--- src/tscap_pkg.sv ---
// Package for the timestamp capture register bank: offsets, field layouts,
// control bit positions and shared carriers.
// Assumes an 8-bit register port with byte offsets as printed.
package tscap_pkg;

    localparam int ADDR_W = 8;
    localparam int DATA_W = 8;

    // Capture registers (read only)
    localparam logic [7:0] OFS_CAP_SECONDS = 8'h13;
    localparam logic [7:0] OFS_CAP_MINUTES = 8'h14;
    localparam logic [7:0] OFS_CAP_HOURS = 8'h15;
    localparam logic [7:0] OFS_CAP_DAY = 8'h16;
    localparam logic [7:0] OFS_CAP_MONTH = 8'h17;
    localparam logic [7:0] OFS_CAP_YEAR = 8'h18;

    // Control registers of this bank
    localparam logic [7:0] OFS_CAP_CTRL = 8'h30;
    localparam logic [7:0] OFS_CAP_STATUS = 8'h31;

    // Control register bit positions
    localparam int CTRL_KEEP_FIRST_BIT = 0;
    localparam int CTRL_DISABLE_BIT = 1;
    localparam int CTRL_BATT_EN_BIT = 2;
    localparam int CTRL_HOUR12_BIT = 3;

    // Status register bit positions
    localparam int STAT_CAPTURED_BIT = 0;
    localparam int STAT_BATT_FLAG_BIT = 1;

    // Reset values of control and status
    localparam logic [7:0] CTRL_RESET = 8'h00;
    localparam logic STATUS_RESET = 1'b0;
    localparam logic [7:0] READ_ZERO = 8'h00;

    // Valid bit masks of the capture registers
    localparam logic [7:0] MASK_SECONDS = 8'h7F;
    localparam logic [7:0] MASK_MINUTES = 8'h7F;
    localparam logic [7:0] MASK_HOURS = 8'h3F;
    localparam logic [7:0] MASK_DAY = 8'h3F;
    localparam logic [7:0] MASK_MONTH = 8'h1F;
    localparam logic [7:0] MASK_YEAR = 8'hFF;
    localparam int MERIDIAN_BIT = 5;

    // Calendar counter snapshot, all BCD
    typedef struct packed {
        logic [6:0] seconds;
        logic [6:0] minutes;
        logic meridian_indicator;
        logic [5:0] hours;
        logic [5:0] day;
        logic [4:0] month;
        logic [7:0] year;
    } tscap_cal_s;

    // Register port request
    typedef struct packed {
        logic [ADDR_W-1:0] addr;
        logic [DATA_W-1:0] wdata;
        logic wr;
        logic rd;
    } tscap_req_s;

endpackage

--- src/tscap_regs.sv ---
// Timestamp capture register bank with its control and status registers.
// Assumes a synchronous register port, calendar counters stable in each cycle
// and trigger pulses already detected and synchronised.
//
// Function
// - Seconds BCD, tens 6:4, units 3:0
// - Minutes BCD, tens 6:4, units 3:0
// - 12-hour: meridian bit 5, tens bit 4
// - 24-hour: tens bits 5:4, units 3:0
// - Hour-format control bit selects hours layout
// - Day BCD, tens 5:4, units 3:0
// - Month BCD, tens bit 4, units 3:0
// - Year BCD uses all eight bits
// - Unimplemented capture bits read as zero
// - Captured fields never reset, undefined at power-on
// - Accepted trigger copies calendar into captures
// - Mode bit: overwrite latest or keep first
// - Capture enabled at power-on, disable bit stops pin capture only
// - Battery switch capture then sets battery flag
//
// The implementer's own choice: the strobed register port.
`timescale 1ns/1ps
module tscap_regs
    import tscap_pkg::*;
(
    // Clock and reset
    input wire logic clk,
    input wire logic rst,
    // Register port
    input wire logic [ADDR_W-1:0] addr,
    input wire logic [DATA_W-1:0] wdata,
    input wire logic wr,
    input wire logic rd,
    output logic [DATA_W-1:0] rdata,
    // Calendar counters
    input wire logic [6:0] cal_seconds,
    input wire logic [6:0] cal_minutes,
    input wire logic cal_meridian_indicator,
    input wire logic [5:0] cal_hours,
    input wire logic [5:0] cal_day,
    input wire logic [4:0] cal_month,
    input wire logic [7:0] cal_year,
    // Events
    input wire logic capture_trigger_pin,
    input wire logic switch_event,
    // Status
    output logic captured,
    output logic battery_switch_flag
);

    ////////////////////////////////////////////////////////////////////////
    // Declarations

    tscap_cal_s cal;
    tscap_req_s req;
    logic [7:0] ctrl;
    logic [7:0] cap_seconds;
    logic [7:0] cap_minutes;
    logic [7:0] cap_hours;
    logic [7:0] cap_day;
    logic [7:0] cap_month;
    logic [7:0] cap_year;
    logic [7:0] hours_field;
    logic take_pin;
    logic take_switch;
    logic take_any;
    logic ctrl_wr;
    logic status_wr;
    logic [7:0] next_rdata;

    assign cal = '{seconds: cal_seconds, minutes: cal_minutes,
                   meridian_indicator: cal_meridian_indicator, hours: cal_hours,
                   day: cal_day, month: cal_month, year: cal_year};
    assign req = '{addr: addr, wdata: wdata, wr: wr, rd: rd};

    function automatic logic hit(input logic [7:0] a, input logic [7:0] ofs);
        hit = (a == ofs);
    endfunction

    assign ctrl_wr = req.wr && hit(req.addr, OFS_CAP_CTRL);
    assign status_wr = req.wr && hit(req.addr, OFS_CAP_STATUS);

    ////////////////////////////////////////////////////////////////////////
    // Event qualification and hour layout

    tscap_event u_event (
        .keep_first (ctrl[CTRL_KEEP_FIRST_BIT]),
        .capture_disable (ctrl[CTRL_DISABLE_BIT]),
        .battery_switch_capture_enable (ctrl[CTRL_BATT_EN_BIT]),
        .battery_switch_flag (battery_switch_flag),
        .captured (captured),
        .pin_event (capture_trigger_pin),
        .switch_event (switch_event),
        .take_pin (take_pin),
        .take_switch (take_switch)
    );

    assign take_any = take_pin || take_switch;

    tscap_hour_fmt u_hour (
        .hour12 (ctrl[CTRL_HOUR12_BIT]),
        .meridian_indicator (cal.meridian_indicator),
        .hours_bcd (cal.hours),
        .hours_field (hours_field)
    );

    ////////////////////////////////////////////////////////////////////////
    // Control register

    always_ff @(posedge clk)
    begin
        if (rst)
            ctrl <= CTRL_RESET;
        else if (ctrl_wr)
            ctrl <= {4'h0, req.wdata[3:0]};
    end

    ////////////////////////////////////////////////////////////////////////
    // Status flags: hardware set wins over software clear

    always_ff @(posedge clk)
    begin
        if (rst)
            captured <= STATUS_RESET;
        else if (take_any)
            captured <= 1'b1;
        else if (status_wr && !req.wdata[STAT_CAPTURED_BIT])
            captured <= 1'b0;
    end

    always_ff @(posedge clk)
    begin
        if (rst)
            battery_switch_flag <= STATUS_RESET;
        else if (take_switch)
            battery_switch_flag <= 1'b1;
        else if (status_wr && !req.wdata[STAT_BATT_FLAG_BIT])
            battery_switch_flag <= 1'b0;
    end

    ////////////////////////////////////////////////////////////////////////
    // Capture registers, deliberately without reset

    always_ff @(posedge clk)
    begin
        if (take_any)
        begin
            cap_seconds <= {1'b0, cal.seconds};
            cap_minutes <= {1'b0, cal.minutes};
            cap_hours <= hours_field;
            cap_day <= {2'h0, cal.day};
            cap_month <= {3'h0, cal.month};
            cap_year <= cal.year;
        end
    end

    ////////////////////////////////////////////////////////////////////////
    // Read path

    always_comb
    begin
        next_rdata = READ_ZERO;
        case (req.addr)
            OFS_CAP_SECONDS: next_rdata = cap_seconds & MASK_SECONDS;
            OFS_CAP_MINUTES: next_rdata = cap_minutes & MASK_MINUTES;
            OFS_CAP_HOURS: next_rdata = cap_hours & MASK_HOURS;
            OFS_CAP_DAY: next_rdata = cap_day & MASK_DAY;
            OFS_CAP_MONTH: next_rdata = cap_month & MASK_MONTH;
            OFS_CAP_YEAR: next_rdata = cap_year & MASK_YEAR;
            OFS_CAP_CTRL: next_rdata = ctrl;
            OFS_CAP_STATUS: next_rdata = {6'h00, battery_switch_flag, captured};
            default: next_rdata = READ_ZERO;
        endcase
    end

    // Data only in the cycle after the read strobe
    always_ff @(posedge clk)
    begin
        if (rst)
            rdata <= READ_ZERO;
        else if (req.rd)
            rdata <= next_rdata;
        else
            rdata <= READ_ZERO;
    end

    ////////////////////////////////////////////////////////////////////////
    // Assertions

    property p_sec;
        @(posedge clk) disable iff (rst)
        take_any |=> cap_seconds == {1'b0, $past(cal_seconds)};
    endproperty
    sec_capture_a: assert property (p_sec) else $error("seconds not captured");

    min_capture_a: assert property (@(posedge clk) disable iff (rst)
        take_any |=> cap_minutes[6:0] == $past(cal_minutes)) else $error("minutes not captured");

    hour12_layout_a: assert property (@(posedge clk) disable iff (rst)
        take_any && ctrl[CTRL_HOUR12_BIT] |=> cap_hours[MERIDIAN_BIT] == $past(cal_meridian_indicator)
        && cap_hours[7:6] == 2'h0) else $error("12-hour layout wrong");

    hour24_layout_a: assert property (@(posedge clk) disable iff (rst)
        take_any && !ctrl[CTRL_HOUR12_BIT] |=> cap_hours[5:0] == $past(cal_hours))
        else $error("24-hour layout wrong");

    day_capture_a: assert property (@(posedge clk) disable iff (rst)
        take_any |=> cap_day == {2'h0, $past(cal_day)}) else $error("day not captured");

    month_year_a: assert property (@(posedge clk) disable iff (rst)
        take_any |=> cap_month[4:0] == $past(cal_month) && cap_year == $past(cal_year))
        else $error("month or year not captured");

    zero_bits_a: assert property (@(posedge clk) disable iff (rst)
        rd && addr == OFS_CAP_HOURS |=> rdata[7:6] == 2'h0) else $error("unused hour bits not zero");

    hold_capture_a: assert property (@(posedge clk) disable iff (rst)
        !take_any |=> $stable(cap_year) && $stable(cap_seconds)) else $error("capture changed without event");

    keep_first_a: assert property (@(posedge clk) disable iff (rst)
        ctrl[CTRL_KEEP_FIRST_BIT] && captured |-> !take_any) else $error("first event overwritten");

    disable_a: assert property (@(posedge clk) disable iff (rst)
        ctrl[CTRL_DISABLE_BIT] |-> !take_pin) else $error("capture while disabled");

    batt_flag_a: assert property (@(posedge clk) disable iff (rst)
        take_switch |=> battery_switch_flag ##1 1'b1) else $error("battery flag not set");

    ////////////////////////////////////////////////////////////////////////
    // Event qualification checks

    captured_set_a: assert property (@(posedge clk) disable iff (rst)
        take_any
        |=> captured)
        else $error("captured flag not set");

    pin_take_a: assert property (@(posedge clk) disable iff (rst)
        capture_trigger_pin && !ctrl[CTRL_DISABLE_BIT] && !(ctrl[CTRL_KEEP_FIRST_BIT] && captured)
        && !(ctrl[CTRL_BATT_EN_BIT] && battery_switch_flag) |-> take_pin)
        else $error("pin trigger lost");

    no_event_a: assert property (@(posedge clk) disable iff (rst)
        !capture_trigger_pin && !switch_event
        |-> !take_any)
        else $error("capture without trigger");

    overwrite_a: assert property (@(posedge clk) disable iff (rst)
        !ctrl[CTRL_KEEP_FIRST_BIT] && capture_trigger_pin && !ctrl[CTRL_DISABLE_BIT]
        && !(ctrl[CTRL_BATT_EN_BIT] && battery_switch_flag) |-> take_any)
        else $error("latest event not taken");

    status_clear_a: assert property (@(posedge clk) disable iff (rst)
        status_wr && !wdata[STAT_CAPTURED_BIT] && !take_any
        |=> !captured)
        else $error("captured flag not cleared");

    switch_take_a: assert property (@(posedge clk) disable iff (rst)
        switch_event && ctrl[CTRL_BATT_EN_BIT] && !battery_switch_flag
        && !(ctrl[CTRL_KEEP_FIRST_BIT] && captured) |-> take_switch)
        else $error("switch event lost");

    switch_off_a: assert property (@(posedge clk) disable iff (rst)
        !ctrl[CTRL_BATT_EN_BIT]
        |-> !take_switch)
        else $error("switch capture while off");

    flag_blocks_a: assert property (@(posedge clk) disable iff (rst)
        ctrl[CTRL_BATT_EN_BIT] && battery_switch_flag
        |-> !take_any)
        else $error("capture while battery flag set");

    batt_clear_a: assert property (@(posedge clk) disable iff (rst)
        status_wr && !wdata[STAT_BATT_FLAG_BIT] && !take_switch
        |=> !battery_switch_flag)
        else $error("battery flag not cleared");

    ////////////////////////////////////////////////////////////////////////
    // Capture content checks

    hour12_digits_a: assert property (@(posedge clk) disable iff (rst)
        take_any && ctrl[CTRL_HOUR12_BIT]
        |=> cap_hours[4:0] == $past(cal_hours[4:0]))
        else $error("12-hour digits wrong");

    hour24_top_a: assert property (@(posedge clk) disable iff (rst)
        take_any && !ctrl[CTRL_HOUR12_BIT]
        |=> cap_hours[7:6] == 2'h0)
        else $error("24-hour unused bits set");

    coherent_a: assert property (@(posedge clk) disable iff (rst)
        take_any
        |=> cap_minutes == {1'b0, $past(cal_minutes)} && cap_month == {3'h0, $past(cal_month)})
        else $error("fields from different instants");

    hold_rest_a: assert property (@(posedge clk) disable iff (rst)
        !take_any
        |=> $stable(cap_minutes) && $stable(cap_hours) && $stable(cap_day) && $stable(cap_month))
        else $error("capture changed without event");

    ////////////////////////////////////////////////////////////////////////
    // Read path checks

    sec_read_a: assert property (@(posedge clk) disable iff (rst)
        rd && addr == OFS_CAP_SECONDS
        |=> rdata[7] == 1'b0)
        else $error("unused seconds bit set");

    min_read_a: assert property (@(posedge clk) disable iff (rst)
        rd && addr == OFS_CAP_MINUTES
        |=> rdata[7] == 1'b0)
        else $error("unused minutes bit set");

    day_read_a: assert property (@(posedge clk) disable iff (rst)
        rd && addr == OFS_CAP_DAY
        |=> rdata[7:6] == 2'h0)
        else $error("unused day bits set");

    month_read_a: assert property (@(posedge clk) disable iff (rst)
        rd && addr == OFS_CAP_MONTH
        |=> rdata[7:5] == 3'h0)
        else $error("unused month bits set");

    year_read_a: assert property (@(posedge clk) disable iff (rst)
        rd && addr == OFS_CAP_YEAR
        |=> rdata == $past(cap_year))
        else $error("year read wrong");

    rdata_idle_a: assert property (@(posedge clk) disable iff (rst)
        !rd
        |=> rdata == READ_ZERO)
        else $error("read data outside read cycle");

endmodule

--- src/tscap_hour_fmt.sv ---
// Hour field formatter: lays the sampled hour into the 12- or 24-hour form.
// Assumes the calendar core delivers hours already in the selected format.
`timescale 1ns/1ps
module tscap_hour_fmt
    import tscap_pkg::*;
(
    // Inputs
    input wire logic hour12,
    input wire logic meridian_indicator,
    input wire logic [5:0] hours_bcd,
    // Output
    output logic [7:0] hours_field
);

    always_comb
    begin
        if (hour12)
        begin
            hours_field = READ_ZERO;
            hours_field[MERIDIAN_BIT] = meridian_indicator;
            hours_field[4:0] = hours_bcd[4:0];
        end
        else
        begin
            hours_field = {2'h0, hours_bcd};
        end
    end

endmodule

--- src/tscap_event.sv ---
// Capture event qualifier: decides when a snapshot is taken.
// Assumes trigger inputs are one-cycle pulses synchronous to clk.
`timescale 1ns/1ps
module tscap_event
    import tscap_pkg::*;
(
    // Controls
    input wire logic keep_first,
    input wire logic capture_disable,
    input wire logic battery_switch_capture_enable,
    input wire logic battery_switch_flag,
    input wire logic captured,
    // Events
    input wire logic pin_event,
    input wire logic switch_event,
    // Results
    output logic take_pin,
    output logic take_switch
);

    logic keep_blocks;

    // A held first event is protected until software clears the flag
    assign keep_blocks = keep_first && captured;

    // A set battery flag blocks pin and switch captures while enabled
    always_comb
    begin
        take_switch = switch_event && battery_switch_capture_enable && !battery_switch_flag && !keep_blocks;
        take_pin = pin_event && !capture_disable && !keep_blocks
            && !(battery_switch_capture_enable && battery_switch_flag);
    end

endmodule

--- config.mk ---
export PLATFORM = sky130hd
export DESIGN_NAME = tscap_regs
export DESIGN_NICKNAME = d
export VERILOG_FILES = /design/src/tscap_pkg.sv /design/src/tscap_regs.sv /design/src/tscap_hour_fmt.sv /design/src/tscap_event.sv
export SDC_FILE = /design/constraint.sdc
export NUM_CORES = 1
export LEC_CHECK = 0
export ABC_AREA = 1
export BUFFER_PORTS_ARGS = -buffer_cell sky130_fd_sc_hd__buf_2
export CAP_MARGIN = 40
export CORE_MARGIN = 4
export CORE_UTILIZATION = 40
export DETAILED_ROUTE_END_ITERATION = 6
export GPL_ROUTABILITY_DRIVEN = 0
export PLACE_DENSITY_LB_ADDON = 0.3
export SYNTH_ARGS = -nofsm -noshare
export SYNTH_HDL_FRONTEND = slang
export SYNTH_SLANG_ARGS = --single-unit
--- constraint.sdc ---
create_clock -name clk -period 2.02 [get_ports clk]
set_input_delay 0.202 -clock clk [delete_from_list [all_inputs] [get_ports clk]]
set_output_delay 0.202 -clock clk [all_outputs]
set_load 0.02 [all_outputs]
==> summary.md, run 1 <==
### Synth
- Seq/Total Area, Yosys: 0.636
- Post-Syn Nets: 282
- gate count of the mapped netlist: 220
- Mapped Avg Cell Area: 10.4 sq um
- area of the mapped netlist: 0.00228 sq mm
- synthesis-stage register bit count: 53
- unique cell type count in the Yosys netlist: 20
- cell types with the largest area share after synthesis: edfxtp_1 51%, dfxtp_1 12%, nand3_1 10%, nand2_1 7.7%, nor2_1 3.1%
- share of the synthesized area in the top cell type: 0.513
- cell type with the largest total area after synthesis: edfxtp_1
- Synth Warn #: 0

### Final layout
- diode insertion count for antenna repair: 0
- fraction of final layout cells with drive strength greater than 1: 0.318
- most used cells in the layout excluding fill and tap cells: 67 x buf_2, 47 x nand2_1, 46 x nand3_1
- area added between synthesis and finish: 21.1%
- most common cell after layout, fill and taps aside: buf_2
- non-filler instance count after layout: 364
- fin nets: 353

### STA
- final max-slew violation count: 0
- final hold slack: 75.8 ps
- Worst Tran Pin Value: 517 ps
- post-layout min period: 1260 ps
- share of the cycle needed by the critical path after routing: 0.621
- Slew headroom: 0.655
- number of endpoints with negative hold slack in the final report: 0
- total negative slack: 0 ps
- RSZ-0062 raised after global routing: false
- peak clock frequency supported by timing: 797 MHz
- worst setup slack after layout: 765 ps
- final setup violating endpoints: 0
- final worst clock skew: 6.09 ps

### Clock tree
- count of hold buffers inserted by post-cts repair: 0
- clock tree buffer depth: 2
- number of buffers added by the clock tree synthesis step: 5
- TritonCTS clock tree: yes
- Setup Buffers After CTS: 0
- Clock Sinks: 53
- Max H-tree Level: 2
- clock transition at the registers of the reported paths: 90 ps
- clock insertion delay at the later pin of the skew report: 290 ps
- buffer type at the clock tree root: clkbuf_8
- Gates resized, CTS repair: 0

### GRT
- Global Route Usage Sum: 0.141
- number of antenna violations at the first check in global routing: 0
- global-route wire length before repair: 7780 microns
- via count of the first global-routing pass: 1,674
- GRT Residual Overflow: 0
- largest net degree at the start of global routing: 46

### Floorplanning
- # IOs: 72
- total core area: 0.00551 sq mm
- DIE HEIGHT: 83.5 microns
- x dimension of the die: 83.5 microns
- full die area: 0.00697 sq mm
- number of core rows: 27
- effective utilization at floorplan: 0.414

### Setup path
- maximum net fanout on the critical path: 40
- Required @ worst endpoint: 2010 ps
- largest delay contributor family on the critical path: flip-flops
- number of buffer and inverter stages on the critical path: 2
- ordered list of cells on the worst path: inv_1 > nor2_1 > nand3_1 > nand2_1 > buf_12
- kind of critical path: flip-flop to flip-flop
- data arrival time of the critical path: 1240 ps
- critical path's slowest cell: dfxtp_1
- CP Launch Type: flip-flop
- largest stage delay on the critical path: 340 ps
- element type at the critical path end: flip-flop

### Placed design
- DPL Wire Length: 3440 microns
- buffers added on ports: 67
- worst setup timing slack at the placement stage: 597 ps
- cell total after placement: 356

### Run status
- outcome: finished clean

### Power
- Psw: 405 uW
- share of power burned in registers: 0.638
- leakage dissipation: 0.00122 uW
- portion of total power attributed to the clock network: 0.287
- pwr dens: 699 mW/mm^2
- Peak supply drop: 0.336 mV
- Internal: 1530 uW
- combinational cell fraction of total power: 0.074
- switch share: 0.210

### Worst hold path
- Hold/Removal Path Class: input port to flip-flop

### Flow run
- number of max-capacitance violations reported: 0

### Route
- drt initial violations: 103
- wire length per cell: 12.9 microns
- routed length on met3: 351 microns
- Vias per Instance: 4.65
- met2 WL post-DR: 2180 microns
- Detailed Routing Iterations Pass 1: 4
- total vias in the final route: 1,692
- Residual DRC: 0
- top layer used by detailed routing: met4
- remaining number of nets flagged by the antenna check after routing: 0
- met1 layer wirelength in the final routing: 2100 microns
- drt total wl: 4710 microns

## flip-flops by register name, indices dropped and copies added, names as in the netlist
signal               count
cap_year                 8
rdata                    8
cap_minutes              7
cap_seconds              7
cap_day                  6
cap_hours                6
cap_month                5
ctrl                     4
battery_switch_flag      1
captured                 1
## cells by family after synthesis
| family | Yosys count | share of synthesized area |
|---|---|---|
| AO/OA/AOI/OAI | 14 | 0.0307 |
| buffers and inverters | 22 | 0.0494 |
| flip-flops | 53 | 0.636 |
| AND/OR/NAND/NOR | 131 | 0.284 |
## layout make-up
cell class | instances | area, sq um
fill | 518 | 2750
sequential | 53 | 1450
multi-input combinational | 145 | 717
timing repair buffer | 68 | 355
tap | 72 | 90.1
clock buffer | 8 | 80.1
inverter | 18 | 67.6
## routing by layer
metal  vias up  track usage
li1        888            -
met1       737        0.182
met2        61        0.224
met3         6       0.0405
met4         0       0.0570
met5         -            0
## power groups by stage
stage / combinational [uW] / clock, uW / sequential, uW
6_report: 144 / 554 / 1230
5_1_grt: 160 / 627 / 1240
2_1_floorplan: 64.9 / 0 / 1260
4_1_cts: 146 / 579 / 1230
3_5_place_dp: 145 / 0 / 1260
3_3_place_gp: 142 / 0 / 1260
## cells in the mapped netlist, drive strengths merged
cell    instances
a21oi          10
buf             4
dfxtp          14
edfxtp         39
inv            18
nand2          53
nand3          47
nand3b          2
nand4           1
nor2           28
o21ai           4
## worst paths after layout
check	from	to	slack [ps]	cells after the start
max reg2reg	ctrl[2]	cap_day[2]	760	5
min	cal_month[0]	cap_month[0]	80	1
min reg2reg	ctrl[1]	ctrl[1]	490	2
max	ctrl[2]	cap_day[2]	760	5
## through the flow
stage	utilization	power, uW	area (sq um)
6_report	0.501	1930	2760
5_1_grt	0.501	2030	2760
4_1_cts	0.501	1960	2760
3_5_place_dp	0.487	1400	2680
3_3_place_gp	0.487	1400	2680
2_1_floorplan	-	1320	2280
Note: power is estimated with default switching activity, not from simulation.
==> run 2, diff against run 1 <==
==> constraint.sdc (replaced) <==
create_clock -name clk -period 1.05 [get_ports clk]
set_input_delay 0.105 -clock clk [delete_from_list [all_inputs] [get_ports clk]]
set_output_delay 0.105 -clock clk [all_outputs]
set_load 0.02 [all_outputs]
==> summary.md, run 2 (synthesized netlist as in run 1, its figures left out) <==
### Run status
- outcome: finished, violations left
- failing checks: negative setup slack

### Clock tree
- TritonCTS clock tree: yes
- clock insertion delay at the later pin of the skew report: 290 ps, about the same
- clock tree buffer depth: 2, unchanged
- clock transition at the registers of the reported paths: 90 ps, about the same
- buffer type at the clock tree root: clkbuf_8
- Max H-tree Level: 2, unchanged
- number of buffers added by the clock tree synthesis step: 5, unchanged
- Clock Sinks: 53, unchanged

### STA
- final worst clock skew: 2.78 ps, -3.30 ps
- total negative slack: -6920 ps, -6920 ps
- Worst Tran Pin Value: 309 ps, -208 ps
- Slew headroom: 0.794, +0.139
- number of endpoints with negative hold slack in the final report: 0, unchanged
- peak clock frequency supported by timing: 812 MHz, +1.9%
- final setup violating endpoints: 42, +42
- final max-slew violation count: 0, unchanged
- worst setup slack after layout: -182 ps, -947 ps
- RSZ-0062 raised after global routing: true
- post-layout min period: 1230 ps, -23.1 ps
- share of the cycle needed by the critical path after routing: 1.17, +0.552

### Floorplanning
- full die area: 0.00697 sq mm, unchanged
- x dimension of the die: 83.5 microns, unchanged
- total core area: 0.00551 sq mm, unchanged
- effective utilization at floorplan: 0.414, unchanged
- number of core rows: 27, unchanged
- DIE HEIGHT: 83.5 microns, unchanged
- # IOs: 72, unchanged

### Final layout
- total non-filler cell area in the finished layout: 0.00343 sq mm, +24%
- largest registers: cap_year: 8 flops, rdata: 8 flops
- area of combinational cells with multiple inputs: 753 sq um, +5.1%
- FF/Latch Area: 0.00146 sq mm, +0.43%
- most used cells in the layout excluding fill and tap cells: 65 x buf_2, 45 x nand2_1, 45 x nand3_1
- fraction of final layout cells with drive strength greater than 1: 0.366, +0.0477
- Fillers: 462, -11%
- most common cell after layout, fill and taps aside: buf_2
- fin nets: 416, +18%
- area added between synthesis and finish: 50.2%
- diode insertion count for antenna repair: 0, unchanged

### Setup path
- maximum net fanout on the critical path: 18, -55%
- CP Launch Type: flip-flop
- critical path's slowest cell: dfxtp_2
- largest stage delay on the critical path: 340 ps, about the same
- number of buffer and inverter stages on the critical path: 1, -1
- element type at the critical path end: flip-flop
- kind of critical path: flip-flop to flip-flop
- ordered list of cells on the worst path: nand2_1 > nand4_1 > nand2_8 > buf_12
- largest delay contributor family on the critical path: simple AND/OR/NAND/NOR gates
- data arrival time of the critical path: 1250 ps, about the same
- Required @ worst endpoint: 1060 ps, -950 ps

### GRT
- global-route wire length before repair: 9810 microns, +26%
- GRT Residual Overflow: 0, unchanged
- Global Route Usage Sum: 0.177, +0.0361
- via count of the first global-routing pass: 2,120, +27%
- largest net degree at the start of global routing: 20, -57%
- number of antenna violations at the first check in global routing: 0, unchanged

### Route
- drt total wl: 5640 microns, +20%
- Vias per Instance: 4.68, +0.71%
- total vias in the final route: 1,999, +18%
- Detailed Routing Iterations Pass 1: 4, unchanged
- wire length per cell: 13.2 microns, +2.1%
- Residual DRC: 0, unchanged
- remaining number of nets flagged by the antenna check after routing: 0, unchanged
- drt initial violations: 75, -27%

### Placed design
- buffers added on ports: 67, unchanged
- DPL Wire Length: 4020 microns, +17%
- total cell area at the placement stage: 0.00288 sq mm, +7.5%

### Power
- Peak supply drop: 0.895 mV, +170%
- leakage dissipation: 0.00152 uW, +25%
- pwr dens: 1140 mW/mm^2, +63%

### Flow run
- number of max-capacitance violations reported: 0, unchanged

### Worst hold path
- Hold/Removal Path Class: input port to flip-flop

-- run 2: cell types whose count changed in the layout (fill, tap and decap cells not counted), moves of 5 or more --
| cell | before | now |
|---|---|---|
| buf_4 | 0 | 18 |
| dfxtp_1 | 14 | 9 |
| buf_6 | 0 | 5 |
| dlygate4sd3_1 | 0 | 40 |
| dfxtp_2 | 0 | 5 |
-- run 2: metal layers --
| layer | wire length [microns] | vias up | track usage |
|---|---|---|---|
| met5 | 0 | - | 0 |
| met4 | 54 | 0 | 0.0439 |
| met3 | 379 | 5 | 0.0385 |
| met2 | 2980 | 64 | 0.324 |
| met1 | 2220 | 913 | 0.211 |
| li1 | - | 1017 | - |
-- run 2: final cells by class --
cell class              count  area share
well taps                  72      0.0263
multi-input cells         145       0.220
flip-flops and latches     53       0.425
inverters                  18      0.0197
clock buffers               8      0.0234
repair buffers            131       0.285
-- run 2: power breakdown --
group | switching, uW | internal, uW | total, uW
combinational | 202 | 253 | 455
sequential | 25.1 | 2350 | 2370
clock | 603 | 475 | 1080
-- run 2: what timing repair did --
action / 4_1_cts / 5_1_grt
endpoints found under the setup margin: 40 / 43
gates resized for setup: 8 / 8
hold buffers: 40 / 0
pin swaps: 2 / 3
endpoints found under the hold margin: 39 / 0
buffers inserted: 2 / 1
-- run 2: stage by stage --
stage / setup WS [ps] / total power, uW / util / std cells / hold WS [ps]
5_1_grt: -247 / 4070 / 0.622 / 427 / 130
4_1_cts: -199 / 3900 / 0.617 / 426 / 110
6_report: -182 / 3900 / 0.622 / 427 / 113
3_3_place_gp: -152 / 2740 / 0.524 / 376 / 281
3_5_place_dp: -188 / 2750 / 0.524 / 376 / 283
2_1_floorplan: -178 / 2550 / - / 220 / 167
-- run 2: worst reg2reg max path, delay by kind of cell (launching register included) --
kind / cells / cell delay (ps)
simple gates: 3 / 450
flops: 1 / 340
buf+inv: 1 / 160
-- run 2: path summary, 6_finish.rpt --
check | startpoint | endpoint | slack [ps] | cells past startpoint
setup reg to reg | battery_switch_flag | cap_year[5] | -180 | 4
hold reg to reg | ctrl[1] | ctrl[1] | 470 | 2
hold / removal | wdata[3] | ctrl[3] | 110 | 3
setup / recovery | battery_switch_flag | cap_year[5] | -180 | 4
